**config.mk**
```make
export PLATFORM = sky130hd
export DESIGN_NAME = cdsu_debug_state_unit
export DESIGN_NICKNAME = d
export VERILOG_FILES = /design/src/common/cdsu_pkg.sv /design/src/design/cdsu_ibreak.sv /design/src/design/cdsu_debug_state_unit.sv
export VERILOG_INCLUDE_DIRS = /design/src /design/src/common
export SDC_FILE = /design/constraint.sdc
export NUM_CORES = 2
export LEC_CHECK = 0
export ABC_CLOCK_PERIOD_IN_PS = 19850
export BUFFER_PORTS_ARGS = -buffer_cell sky130_fd_sc_hd__buf_2
export CAP_MARGIN = 20
export CORE_ASPECT_RATIO = 1.5
export CORE_MARGIN = 1.5
export CORE_UTILIZATION = 45
export CTS_BUF_LIST = sky130_fd_sc_hd__clkbuf_4 sky130_fd_sc_hd__clkbuf_8
export DETAILED_ROUTE_END_ITERATION = 8
export MAX_ROUTING_LAYER = met4
export PLACE_DENSITY = 0.64
export SETUP_SLACK_MARGIN = 0.2
export SLEW_MARGIN = 30
export SYNTH_ARGS = -nofsm -noshare
export SYNTH_HDL_FRONTEND = slang
export SYNTH_SLANG_ARGS = --single-unit
```
**constraint.sdc**
```tcl
create_clock -name i_clock -period 19.85 [get_ports i_clock]
set_input_delay 0 -clock i_clock [delete_from_list [all_inputs] [get_ports i_clock]]
set_output_delay 0 -clock i_clock [all_outputs]
set_load 0.02 [all_outputs]
```
**src/common/cdsu_defs.svh**
```systemverilog
`ifndef CDSU_DEFS_SVH
`define CDSU_DEFS_SVH
`define CDSU_OFF_STATUS    8'h10
`define CDSU_OFF_PC        8'h11
`define CDSU_OFF_SP        8'h12
`define CDSU_OFF_FTHREAD   8'h13
`define CDSU_OFF_FREG      8'h14
`define CDSU_OFF_CAUSE     8'h15
`define CDSU_OFF_DATA      8'h16
`define CDSU_OFF_HALT      8'h18
`define CDSU_OFF_SCRATCH   8'h20
`define CDSU_OFF_IBADDR    8'h30
`define CDSU_OFF_IBCTL     8'h40
`define CDSU_STATUS_WMASK  32'h0000_06DF
`define CDSU_STATUS_MODE   8
`define CDSU_CTL_ENABLE    0
`define CDSU_CTL_COND      1
`define CDSU_CTL_TMASK_LO  16
`define CDSU_CAUSE_LO      0
`define CDSU_UNIT_LO       16
`define CDSU_THREAD_LO     8
`define CDSU_CAUSE_RESET   3'h0
`endif

```
**src/common/cdsu_pkg.sv**
```systemverilog
package cdsu_pkg;
  typedef enum logic [2:0] {
    CDSU_CAUSE_NONE     = 3'h0,
    CDSU_CAUSE_HOST     = 3'h1,
    CDSU_CAUSE_CALL     = 3'h2,
    CDSU_CAUSE_IBREAK   = 3'h3,
    CDSU_CAUSE_DATA     = 3'h4,
    CDSU_CAUSE_RESOURCE = 3'h5
  } cdsu_cause_t;
  typedef enum logic [0:0] {
    CDSU_RUN   = 1'b0,
    CDSU_DEBUG = 1'b1
  } cdsu_mode_t;
endpackage

```
**src/design/cdsu_ibreak.sv**
```systemverilog
`timescale 1ns/1ps
`include "cdsu_defs.svh"
module cdsu_ibreak #(
  parameter int THREADS = 8
) (
  input  wire logic                       i_clock,
  input  wire logic                       i_sys_rst,
  input  wire logic                       i_addr_we,
  input  wire logic                       i_ctl_we,
  input  wire logic [31:0]                i_wdata,
  input  wire logic                       i_pc_valid,
  input  wire logic [31:0]                i_pc,
  input  wire logic [$clog2(THREADS)-1:0] i_thread,
  output logic [31:0]                     o_addr,
  output logic [31:0]                     o_ctl,
  output logic                            o_hit
);
  logic [31:0]        addr_reg;
  logic [31:0]        addr_next;
  logic               en_reg;
  logic               en_next;
  logic               cond_reg;
  logic               cond_next;
  logic [THREADS-1:0] tmask_reg;
  logic [THREADS-1:0] tmask_next;

  always_comb begin
    addr_next  = addr_reg;
    en_next    = en_reg;
    cond_next  = cond_reg;
    tmask_next = tmask_reg;
    if (i_addr_we) begin
      addr_next = i_wdata;
    end
    if (i_ctl_we) begin
      en_next    = i_wdata[`CDSU_CTL_ENABLE];
      cond_next  = i_wdata[`CDSU_CTL_COND];
      tmask_next = i_wdata[`CDSU_CTL_TMASK_LO +: THREADS];
    end
  end

  always_ff @(posedge i_clock or posedge i_sys_rst) begin
    if (i_sys_rst) begin
      addr_reg  <= 32'h0000_0000;
      en_reg    <= 1'b0;
      cond_reg  <= 1'b0;
      tmask_reg <= '0;
    end else begin
      addr_reg  <= addr_next;
      en_reg    <= en_next;
      cond_reg  <= cond_next;
      tmask_reg <= tmask_next;
    end
  end

  // Inequality mode fires on every instruction of a thread in the mask whose pc differs from the address: used for stepping
  assign o_hit = i_pc_valid && en_reg && tmask_reg[i_thread] &&
                 ((i_pc == addr_reg) != cond_reg);
  assign o_addr = addr_reg;
  always_comb begin
    o_ctl = 32'h0000_0000;
    o_ctl[`CDSU_CTL_ENABLE] = en_reg;
    o_ctl[`CDSU_CTL_COND]   = cond_reg;
    o_ctl[`CDSU_CTL_TMASK_LO +: THREADS] = tmask_reg;
  end
endmodule

```
**src/design/cdsu_debug_state_unit.sv**
```systemverilog
`timescale 1ns/1ps
`include "cdsu_defs.svh"
module cdsu_debug_state_unit
  import cdsu_pkg::*;
#(
  parameter int THREADS = 8,
  parameter int UNITS   = 4,
  parameter int SCRATCH = 8
) (
  input  wire logic         i_clock,
  input  wire logic         i_sys_rst,
  // Processor-status access port
  input  wire logic         i_ps_wr,
  input  wire logic         i_ps_rd,
  input  wire logic [7:0]   i_ps_addr,
  input  wire logic [31:0]  i_ps_wdata,
  output logic [31:0]       o_ps_rdata,
  output logic              o_ps_ack,
  // Tile configuration access to shared scratch
  input  wire logic         i_cfg_wr,
  input  wire logic [2:0]   i_cfg_idx,
  input  wire logic [31:0]  i_cfg_wdata,
  output logic [31:0]       o_cfg_rdata,
  // Executing instruction stream
  input  wire logic         i_pc_valid,
  input  wire logic [31:0]  i_pc,
  input  wire logic [2:0]   i_pc_thread,
  // Other debug interrupt sources
  input  wire logic         i_host_req,
  input  wire logic         i_call_req,
  input  wire logic         i_data_req,
  input  wire logic [1:0]   i_data_unit,
  input  wire logic [31:0]  i_data_addr,
  input  wire logic         i_res_req,
  input  wire logic [1:0]   i_res_unit,
  input  wire logic [31:0]  i_res_id,
  input  wire logic [2:0]   i_event_thread,
  // Saved state of the interrupted thread
  input  wire logic [31:0]  i_thread_status,
  input  wire logic [31:0]  i_thread_pc,
  input  wire logic [31:0]  i_thread_sp,
  input  wire logic         i_issue_mode,
  input  wire logic         i_debug_return,
  // Remote register fetch
  output logic [7:0]        o_fetch_thread,
  output logic [4:0]        o_fetch_reg,
  input  wire logic [31:0]  i_fetch_value,
  // Results
  output logic              o_debug_take,
  output logic              o_debug_mode,
  output logic [7:0]        o_thread_halt
);
  // Refused at elaboration: decode and field packing assume these sizes
  if (THREADS != 8 || UNITS != 4 || SCRATCH != 8) begin : g_bad_params
    $error("cdsu: only 8 threads, 4 units and 8 scratch words supported");
  end

  ////////////////////////////////////////////////////////////////////////
  logic [31:0]       status_reg;
  logic [31:0]       status_next;
  logic [31:0]       pc_reg;
  logic [31:0]       pc_next;
  logic [31:0]       sp_reg;
  logic [31:0]       sp_next;
  logic [7:0]        fthread_reg;
  logic [7:0]        fthread_next;
  logic [4:0]        freg_reg;
  logic [4:0]        freg_next;
  logic [2:0]        cause_reg;
  logic [2:0]        cause_next;
  logic [1:0]        unit_reg;
  logic [1:0]        unit_next;
  logic [7:0]        thread_reg;
  logic [7:0]        thread_next;
  logic [31:0]       data_reg;
  logic [31:0]       data_next;
  logic [7:0]        halt_reg;
  logic [7:0]        halt_next;
  logic [31:0]       scratch_reg [SCRATCH];
  logic [31:0]       scratch_next [SCRATCH];
  cdsu_mode_t        mode_reg;
  cdsu_mode_t        mode_next;
  logic [31:0]       rdata_reg;
  logic [31:0]       rdata_next;
  logic              ack_reg;
  logic [UNITS-1:0]  ib_hit;
  logic [31:0]       ib_addr [UNITS];
  logic [31:0]       ib_ctl [UNITS];
  logic [UNITS-1:0]  ib_addr_we;
  logic [UNITS-1:0]  ib_ctl_we;
  logic              take;
  cdsu_cause_t       take_cause;
  logic [1:0]        take_unit;
  logic [7:0]        take_thread;
  logic [31:0]       take_data;

  ////////////////////////////////////////////////////////////////////////
  // Breakpoint comparators
  genvar gu;
  generate
    for (gu = 0; gu < UNITS; gu++) begin : g_ib
      assign ib_addr_we[gu] = i_ps_wr &&
        (i_ps_addr == (`CDSU_OFF_IBADDR + 8'(gu)));
      assign ib_ctl_we[gu] = i_ps_wr &&
        (i_ps_addr == (`CDSU_OFF_IBCTL + 8'(gu)));
      cdsu_ibreak #(
        .THREADS (THREADS)
      ) u_ib (
        .i_clock    (i_clock),
        .i_sys_rst  (i_sys_rst),
        .i_addr_we  (ib_addr_we[gu]),
        .i_ctl_we   (ib_ctl_we[gu]),
        .i_wdata    (i_ps_wdata),
        .i_pc_valid (i_pc_valid && mode_reg == CDSU_RUN),
        .i_pc       (i_pc),
        .i_thread   (i_pc_thread),
        .o_addr     (ib_addr[gu]),
        .o_ctl      (ib_ctl[gu]),
        .o_hit      (ib_hit[gu])
      );
    end
  endgenerate

  ////////////////////////////////////////////////////////////////////////
  // Cause arbitration: host first, then call, ibreak, data, resource
  always_comb begin
    take        = 1'b0;
    take_cause  = CDSU_CAUSE_NONE;
    take_unit   = 2'h0;
    take_thread = {5'h00, i_event_thread};
    take_data   = data_reg;
    if (mode_reg == CDSU_RUN) begin
      if (i_host_req) begin
        take        = 1'b1;
        take_cause  = CDSU_CAUSE_HOST;
        take_thread = 8'h00;
      end else if (i_call_req) begin
        take       = 1'b1;
        take_cause = CDSU_CAUSE_CALL;
      end else if (|ib_hit) begin
        take        = 1'b1;
        take_cause  = CDSU_CAUSE_IBREAK;
        take_thread = {5'h00, i_pc_thread};
        // Lowest numbered comparator wins
        if (ib_hit[0]) begin
          take_unit = 2'h0;
        end else if (ib_hit[1]) begin
          take_unit = 2'h1;
        end else if (ib_hit[2]) begin
          take_unit = 2'h2;
        end else begin
          take_unit = 2'h3;
        end
      end else if (i_data_req) begin
        take       = 1'b1;
        take_cause = CDSU_CAUSE_DATA;
        take_unit  = i_data_unit;
        take_data  = i_data_addr;
      end else if (i_res_req) begin
        take       = 1'b1;
        take_cause = CDSU_CAUSE_RESOURCE;
        take_unit  = i_res_unit;
        take_data  = i_res_id;
      end
    end
  end

  ////////////////////////////////////////////////////////////////////////
  // Register file and capture
  always_comb begin
    status_next  = status_reg;
    pc_next      = pc_reg;
    sp_next      = sp_reg;
    fthread_next = fthread_reg;
    freg_next    = freg_reg;
    cause_next   = cause_reg;
    unit_next    = unit_reg;
    thread_next  = thread_reg;
    data_next    = data_reg;
    halt_next    = halt_reg;
    mode_next    = mode_reg;
    for (int i = 0; i < SCRATCH; i++) begin
      scratch_next[i] = scratch_reg[i];
    end
    if (i_cfg_wr) begin
      scratch_next[i_cfg_idx] = i_cfg_wdata;
    end
    if (i_ps_wr) begin
      if (i_ps_addr == `CDSU_OFF_STATUS) begin
        status_next = i_ps_wdata & `CDSU_STATUS_WMASK;
      end else if (i_ps_addr == `CDSU_OFF_PC) begin
        pc_next = i_ps_wdata;
      end else if (i_ps_addr == `CDSU_OFF_SP) begin
        sp_next = i_ps_wdata;
      end else if (i_ps_addr == `CDSU_OFF_FTHREAD) begin
        fthread_next = i_ps_wdata[7:0];
      end else if (i_ps_addr == `CDSU_OFF_FREG) begin
        freg_next = i_ps_wdata[4:0];
      end else if (i_ps_addr == `CDSU_OFF_CAUSE) begin
        cause_next  = i_ps_wdata[`CDSU_CAUSE_LO +: 3];
        unit_next   = i_ps_wdata[`CDSU_UNIT_LO +: 2];
        thread_next = i_ps_wdata[`CDSU_THREAD_LO +: 8];
      end else if (i_ps_addr == `CDSU_OFF_DATA) begin
        data_next = i_ps_wdata;
      end else if (i_ps_addr == `CDSU_OFF_HALT) begin
        halt_next = i_ps_wdata[7:0];
      end else if (i_ps_addr[7:3] == `CDSU_OFF_SCRATCH >> 3) begin
        scratch_next[i_ps_addr[2:0]] = i_ps_wdata;
      end
    end
    if (i_debug_return) begin
      mode_next = CDSU_RUN;
    end
    // Capture wins over a register write in the same cycle
    if (take) begin
      mode_next   = CDSU_DEBUG;
      status_next = i_thread_status & `CDSU_STATUS_WMASK;
      pc_next     = i_thread_pc;
      sp_next     = i_thread_sp;
      cause_next  = take_cause;
      unit_next   = take_unit;
      thread_next = take_thread;
      data_next   = take_data;
    end
  end

  always_ff @(posedge i_clock or posedge i_sys_rst) begin
    if (i_sys_rst) begin
      status_reg  <= 32'h0000_0000;
      pc_reg      <= 32'h0000_0000;
      sp_reg      <= 32'h0000_0000;
      fthread_reg <= 8'h00;
      freg_reg    <= 5'h00;
      cause_reg   <= `CDSU_CAUSE_RESET;
      unit_reg    <= 2'h0;
      thread_reg  <= 8'h00;
      data_reg    <= 32'h0000_0000;
      halt_reg    <= 8'h00;
      mode_reg    <= CDSU_RUN;
      for (int i = 0; i < SCRATCH; i++) begin
        scratch_reg[i] <= 32'h0000_0000;
      end
    end else begin
      status_reg  <= status_next;
      pc_reg      <= pc_next;
      sp_reg      <= sp_next;
      fthread_reg <= fthread_next;
      freg_reg    <= freg_next;
      cause_reg   <= cause_next;
      unit_reg    <= unit_next;
      thread_reg  <= thread_next;
      data_reg    <= data_next;
      halt_reg    <= halt_next;
      mode_reg    <= mode_next;
      for (int i = 0; i < SCRATCH; i++) begin
        scratch_reg[i] <= scratch_next[i];
      end
    end
  end

  ////////////////////////////////////////////////////////////////////////
  // Read path, one cycle latency
  always_comb begin
    rdata_next = 32'h0000_0000;
    if (i_ps_addr == `CDSU_OFF_STATUS) begin
      rdata_next = status_reg;
      rdata_next[`CDSU_STATUS_MODE] = i_issue_mode;
    end else if (i_ps_addr == `CDSU_OFF_PC) begin
      rdata_next = pc_reg;
    end else if (i_ps_addr == `CDSU_OFF_SP) begin
      rdata_next = sp_reg;
    end else if (i_ps_addr == `CDSU_OFF_FTHREAD) begin
      rdata_next = {24'h000000, fthread_reg};
    end else if (i_ps_addr == `CDSU_OFF_FREG) begin
      rdata_next = {27'h0000000, freg_reg};
    end else if (i_ps_addr == `CDSU_OFF_CAUSE) begin
      rdata_next = {14'h0000, unit_reg, thread_reg, 5'h00, cause_reg};
    end else if (i_ps_addr == `CDSU_OFF_DATA) begin
      rdata_next = data_reg;
    end else if (i_ps_addr == `CDSU_OFF_HALT) begin
      rdata_next = {24'h000000, halt_reg};
    end else if (i_ps_addr[7:3] == `CDSU_OFF_SCRATCH >> 3) begin
      rdata_next = scratch_reg[i_ps_addr[2:0]];
    end else if (i_ps_addr[7:2] == `CDSU_OFF_IBADDR >> 2) begin
      rdata_next = ib_addr[i_ps_addr[1:0]];
    end else if (i_ps_addr[7:2] == `CDSU_OFF_IBCTL >> 2) begin
      rdata_next = ib_ctl[i_ps_addr[1:0]];
    end
  end

  always_ff @(posedge i_clock or posedge i_sys_rst) begin
    if (i_sys_rst) begin
      rdata_reg <= 32'h0000_0000;
      ack_reg   <= 1'b0;
    end else begin
      rdata_reg <= i_ps_rd ? rdata_next : rdata_reg;
      ack_reg   <= i_ps_rd | i_ps_wr;
    end
  end

  ////////////////////////////////////////////////////////////////////////
  assign o_ps_rdata     = rdata_reg;
  assign o_ps_ack       = ack_reg;
  assign o_cfg_rdata    = scratch_reg[i_cfg_idx];
  assign o_fetch_thread = fthread_reg;
  assign o_fetch_reg    = freg_reg;
  assign o_debug_take   = take;
  assign o_debug_mode   = (mode_reg == CDSU_DEBUG);
  // Halting applies only while not in debug mode
  assign o_thread_halt  = (mode_reg == CDSU_RUN) ? halt_reg : 8'h00;
endmodule

```
# After elaboration in Yosys (flattened, before gate mapping)
# Cells that the tools add are included.
# op_classes
bitwise_logic,12
order_cmp,6
eq_ne,38
n_mux,127
reduce_logical,39
# op_table
cell,n
two-way mux 256 bit,11
two-way mux 32 bit,48
bitwise mux 256 bit,2
binary-select mux 32 bit (select 3 bit),2
demux 32 bit (select 3 bit),2
binary-select mux 32 bit (select 2 bit),2
equality test 32 bit,4
two-way mux 8 bit,9
equality test 8 x 5 -> 1 bit (second input constant),8
two-way mux 3 bit,18
equality test 8 x 6 -> 1 bit (second input constant),4
equality test 8 x 7 -> 1 bit (second input constant),4
two-way mux 2 bit,16
logical AND 1 bit,23
!= test 2 bit (second input constant),10
nonzero test 2 bit,7
two-way mux 1 bit,13
AND reduction 13 bit,1
binary-select mux 1 bit (select 3 bit),4
AND reduction 9 bit,1
greater-or-equal comparator 4 bit (second input constant),2
< comparator 4 x 1 -> 1 bit (second input constant),2
NOT 1 bit,8
NOT 3 -> 4 bit,2
other kinds (16),19
# word_totals
register_bits,620
elab_cells,259
inputBits,321

# Depth between registers and ports, before layout
# depth
word_depth,18
mapped_depth,12
ltp_nobuf,9

# Hierarchy
# A second synthesis with hierarchy kept.
# unflattened
cells_unflattened,3280
hier_area_um2,35903.2
# modules_own_cells
module,seq_area_each_um2,instances,area_each_um2,cells_each
cdsu_debug_state_unit,10735.3,1,27214.9,2616
cdsu_ibreak,1051.0,4,2172.1,166

# Least setup slack after synthesis
# Ideal clock, no wire load.
# synth_timing
path_type,register -> register
startpoint,register g_ib[1].u_ib.tmask_reg[1]
endpoint,register data_reg[0]
required_time_ns,19.725
path_stages_with_launch,11
setup_slack_ns,16.945
path_buffers,2
t_arrival_ns,2.780
cell_sequence,dfrtp_1 > mux4_1 > mux2_4 > nand3_1 > mux2i_2 > nor4b_4 > a31oi_2 > buf_6 > buf_12 > mux2_4 > mux2_4
# synth_via
elab_chain_cells,11
elab_cells_between_ends,24
classes_between,11 x eq/ne; 7 x mux; 6 x reduce/logical
# synth_lines
item,line_no,text
"start, declared",cdsu_ibreak.sv:24,logic [THREADS-1:0] tmask_reg;
"start signal, assigned",cdsu_ibreak.sv:52,tmask_reg <= tmask_next;
binary-select mux 1 bit (select 3 bit) *,cdsu_ibreak.sv:57,assign o_hit = i_pc_valid && en_reg && tmask_reg[i_thread] &&
two-way mux 1 bit (not written as such) *,cdsu_ibreak.sv:57,
logical AND 1 bit * (2 in series),cdsu_ibreak.sv:57,
OR reduction 4 bit *,cdsu_debug_state_unit.sv:140,end else if (|ib_hit) begin
two-way mux 1 bit,cdsu_debug_state_unit.sv:140,
two-way mux 1 bit,cdsu_debug_state_unit.sv:137,end else if (i_call_req) begin
two-way mux 1 bit,cdsu_debug_state_unit.sv:133,if (i_host_req) begin
two-way mux 1 bit,cdsu_debug_state_unit.sv:132,if (mode_reg == CDSU_RUN) begin
!= test 3 bit (no source line) (tied with other cells),n/a,
AND reduction 13 bit (no source line),n/a,
"end signal, assigned",cdsu_debug_state_unit.sv:252,data_reg <= data_next;
"end, declared",cdsu_debug_state_unit.sv:75,logic [31:0] data_reg;
# Every way passes the cells marked *; elsewhere a longest branch is shown, timed or not. The select of a mux whose other input is x is not followed.
# A chain may end at the register's enable or synchronous reset.

# Worst setup path after layout
# layout_timing
startpoint,register g_ib[3].u_ib.addr_reg[31]
endpoint,register thread_reg[2]
# layout_via
elab_chain_cells,10
elab_cells_between_ends,21
classes_between,7 x eq/ne; 9 x mux; 5 x reduce/logical
# layout_lines
item,line_no,text
"start, declared",cdsu_ibreak.sv:18,logic [31:0] addr_reg;
"start signal, assigned",cdsu_ibreak.sv:49,addr_reg <= addr_next;
equality test 32 bit *,cdsu_ibreak.sv:58,((i_pc == addr_reg) != cond_reg);
!= test 1 bit *,cdsu_ibreak.sv:58,
logical AND 1 bit *,cdsu_ibreak.sv:57,
OR reduction 4 bit *,cdsu_debug_state_unit.sv:140,
two-way mux 1 bit,cdsu_debug_state_unit.sv:140,
two-way mux 1 bit,cdsu_debug_state_unit.sv:137,
two-way mux 1 bit,cdsu_debug_state_unit.sv:133,
two-way mux 1 bit,cdsu_debug_state_unit.sv:132,
!= test 2 bit (no source line) / nonzero test 2 bit (equally long branches),n/a,
AND reduction 7 bit (no source line),n/a,
"end signal, assigned",cdsu_debug_state_unit.sv:251,thread_reg <= thread_next;
"end, declared",cdsu_debug_state_unit.sv:73,logic [7:0] thread_reg;
# Every way passes the cells marked *; elsewhere a longest branch is shown, timed or not.

==> summary.txt <==
Outcome
  – Status: completed

Worst setup path
  – Crit path cell chain: xor2_1, nor4_1, nand4_1, nor2_1, mux2i_1, nor4b_4, or2_2, mux2i_1, dlygate4sd3_1, o22ai_1, dlygate4sd3_1
  – Crit path capture: thread_reg[2]
  – Startpoint types: register
  – Setup crit start: g_ib[3].u_ib.o_addr[31]
  – Worst EP arrival: 5.39 ns
  – Crit-path leading delay family: simple AND/OR/NAND/NOR gates
  – CP Depth: 11
  – CP Class: reg2reg
  – Crit path largest cell delay: 0.80 ns
  – R2r setup slk: 15.05 ns
  – Buf/Inv on CP: 2
  – WP data required: 20.44 ns
  – Crit Path Max Fanout: 9
  – Crit. End Element: register
  – Worst r2r src: g_ib[3].u_ib.o_addr[31]
  – Crit-path slowest cell: nor4_1
  – Number of cells on the worst reg-to-reg path: 11
  – R2r endpoint: thread_reg[2]

Drt
  – Per-cell routed wire length: 26.0 um
  – Vias per cell: 6.00
  – Vias: 27800
  – DR DRC count: 0
  – Drt pass-1 iters: 6
  – WL final: 121 mm
  – 1st-iter DRT viols: 2557
  – Post-route ant nets: 0

CTS
  – Clock-pin slew on the worst setup and hold paths: about 0.070 ns
  – Worst-case clock buffer depth: 3
  – Clock root cell: clkbuf_8
  – Clk_lat worst skew: 0.73 ns
  – H-Tree Depth: 3
  – CTS tree: done
  – Total CTS buffers: 90
  – CTS sink count: a little under 600
  – Postcts setup bufs: 0

Yosys
  – Yosys cell types: 60
  – Cell with the most instances after synthesis: dfrtp_1
  – Post-synthesis register bit count: 597
  – Fraction of registers with async set/reset: 1.00
  – Post-synth EDFFs: 0
  – Synth Instances: between 2000 and 3000
  – Avg Synthesized Cell Area: 11.5 um2
  – Syn Std Cell Area: 34400 um2
  – Post-synth top area cell: dfrtp_1
  – Top post-synthesis cells by count: 597 x dfrtp_1, 375 x mux2i_1, 268 x mux2_2, 263 x nand2_1, 243 x o21ai_0
  – Warnings from Yosys: 0
  – Synth area leaders: dfrtp_1 43%, mux4_2 11%, mux2i_1 11%
  – Synth Flop Type: dfrtp_1
  – Sequential fraction of the synthesis area: 0.435
  – Post-synth net total: ~3300
  – Yosys top cell area share: 0.435

Layout
  – Max reg flops: approximately 260
  – Fin area: 42200 um2
  – Synth-to-Final Area Change: 22.8%
  – Post-layout nets: 3849
  – Area of the multi-input gates: between 15000 and 20000 um2
  – Reg area: 14900 um2
  – Filler cell count: 6262
  – Layout cells sized above 1: 0.303

GRT
  – Largest net degree at the start of global routing: 192
  – Gr ovfl total: 0
  – Initial antenna violation count: 25
  – First-pass GRT wire length: 181 mm
  – Vias in the first global route: 29100
  – GRT Total Usage: 0.315

Die
  – Chip Width: 229 um
  – Starting Density: 0.453
  – Rows: 124
  – Core Region: 75900 um2
  – Die Ht: 342 um
  – Io pins: 409
  – Die area: 78100 um2

Placement
  – Dpl hpwl: 77.2 mm
  – Port bufs: 353
  – Placement Cell Area: 36700 um2
  – RD Place Congestion: 0.928

Timing
  – Rel. slew slack: 0.292
  – Final Cycle Share: 0.242
  – Final min period: 4.80 ns
  – Max Transition Viols Final: 0
  – Unrepaired setup endpoints after global routing: false
  – Fin Hold WS: approximately 0.12 ns
  – F_max: 208 MHz
  – Worst Tran Pin Value: 1.05 ns
  – # setup viols final: 0
  – Final Skew: between 0.02 and 0.025 ns
  – Fin Setup TNS: 0 ns
  – Fin. Hold Viols: 0

Hold path
  – Hold/Removal Path Class: in2reg

Power and ir drop
  – Cell Pwr Density: 82.7 nW/um2
  – Peak supply drop: 0.0000441 V
  – Static leakage: 19.5 nW

Run
  – Max-Cap Viols: 0
-- metal layers --
layer	share of wire	GRT usage	wire, um
met5	0	-	0
met4	0.046	0.155	5520
met3	0.067	0.0568	8110
met2	0.50	0.519	60000
met1	0.39	0.372	46900
-- through the flow --
stage                      util  total power, mW  setup WS, ns  instances
after detailed placement  0.484             2.27         15.46       4103
after global placement    0.484             2.23         15.36       4103
after CTS                 0.555             3.49         15.14       4606
final                     0.556             3.49         15.05       4631
after floorplan               -             2.03          3.14       2999
after global routing      0.556             3.64         15.02       4630
-- tightest hold or removal path, stage by stage --
cell	delay [ns]
buf_2	0.11
nor3b_1	0.05
buf_4	0.17
nand4b_1	0.19
o221ai_1	0.14
a21oi_1	0.14
-- layout by cell type, fill, tap and decap left out, types with 27 or more instances in the layout --
| master | netlist | routed |
|---|---|---|
| mux4_2 | 175 | 175 |
| a221oi_1 | 29 | 29 |
| buf_2 | 8 | 350 |
| mux2_2 | 268 | 268 |
| a21oi_1 | 159 | 159 |
| nand2_1 | 263 | 256 |
| nor4_1 | 28 | 27 |
| xor2_1 | 96 | 96 |
| dlygate4sd3_1 | 0 | 340 |
| mux2i_1 | 375 | 375 |
| dfrtp_1 | 597 | 597 |
| nor2_1 | 169 | 164 |
| buf_4 | 0 | 39 |
| o21ai_0 | 243 | 243 |
| clkbuf_8 | 0 | 123 |
| mux2_4 | 57 | 57 |
| xnor2_1 | 32 | 32 |
-- where the power goes --
| part | internal [mW] | switching (mW) | total (mW) |
|---|---|---|---|
| Combinational | 0.434 | 0.382 | 0.816 |
| Sequential | 1.41 | 0.147 | 1.55 |
| Clock | 0.610 | 0.512 | 1.12 |
| Total | 2.45 | 1.04 | 3.49 |
-- cells by family (layout without fill, tap and decap cells) --
kind of cell | count (synthesis) | after routing | share of synthesized area
simple gates | 557 | 557 | 0.0705
xor+xnor | 128 | 128 | 0.0326
buf+inv | 319 | 919 | 0.0368
flops | 597 | 597 | 0.435
compound gates | 521 | 521 | 0.0878
other cells | 0 | 24 | 0
mux | 877 | 877 | 0.338
-- layout make-up --
class                   count  area share
flip-flops and latches    597       0.354
clock inverters            16     0.00299
inverters                  19     0.00187
clock buffers             147      0.0444
diodes                     24     0.00142
well taps                1008      0.0299
multi-input cells        2083       0.434
repair buffers            737       0.132
-- repair_timing --
| item | CTS | global route |
|---|---|---|
| endpoints found under the hold margin | 706 | 0 |
| hold buffers | 340 | 0 |
| gates resized for setup | 0 | 0 |
-- how the worst min path moves through the flow --
stage	from	endpoint	slack [ns]	cells after the start
2_1_floorplan	i_debug_return	o_debug_mode	0.09	1
3_3_place_gp	i_sys_rst	scratch_reg[59]	0.20	2
3_5_place_dp	i_sys_rst	scratch_reg[59]	0.22	2
4_1_cts	i_ps_addr[7]	o_ps_rdata[3]	0.07	6
5_1_grt	i_ps_addr[5]	o_ps_rdata[0]	0.15	6
6_report	i_ps_addr[5]	o_ps_rdata[3]	0.12	6
No activity file was read; power rests on OpenSTA's default activity.
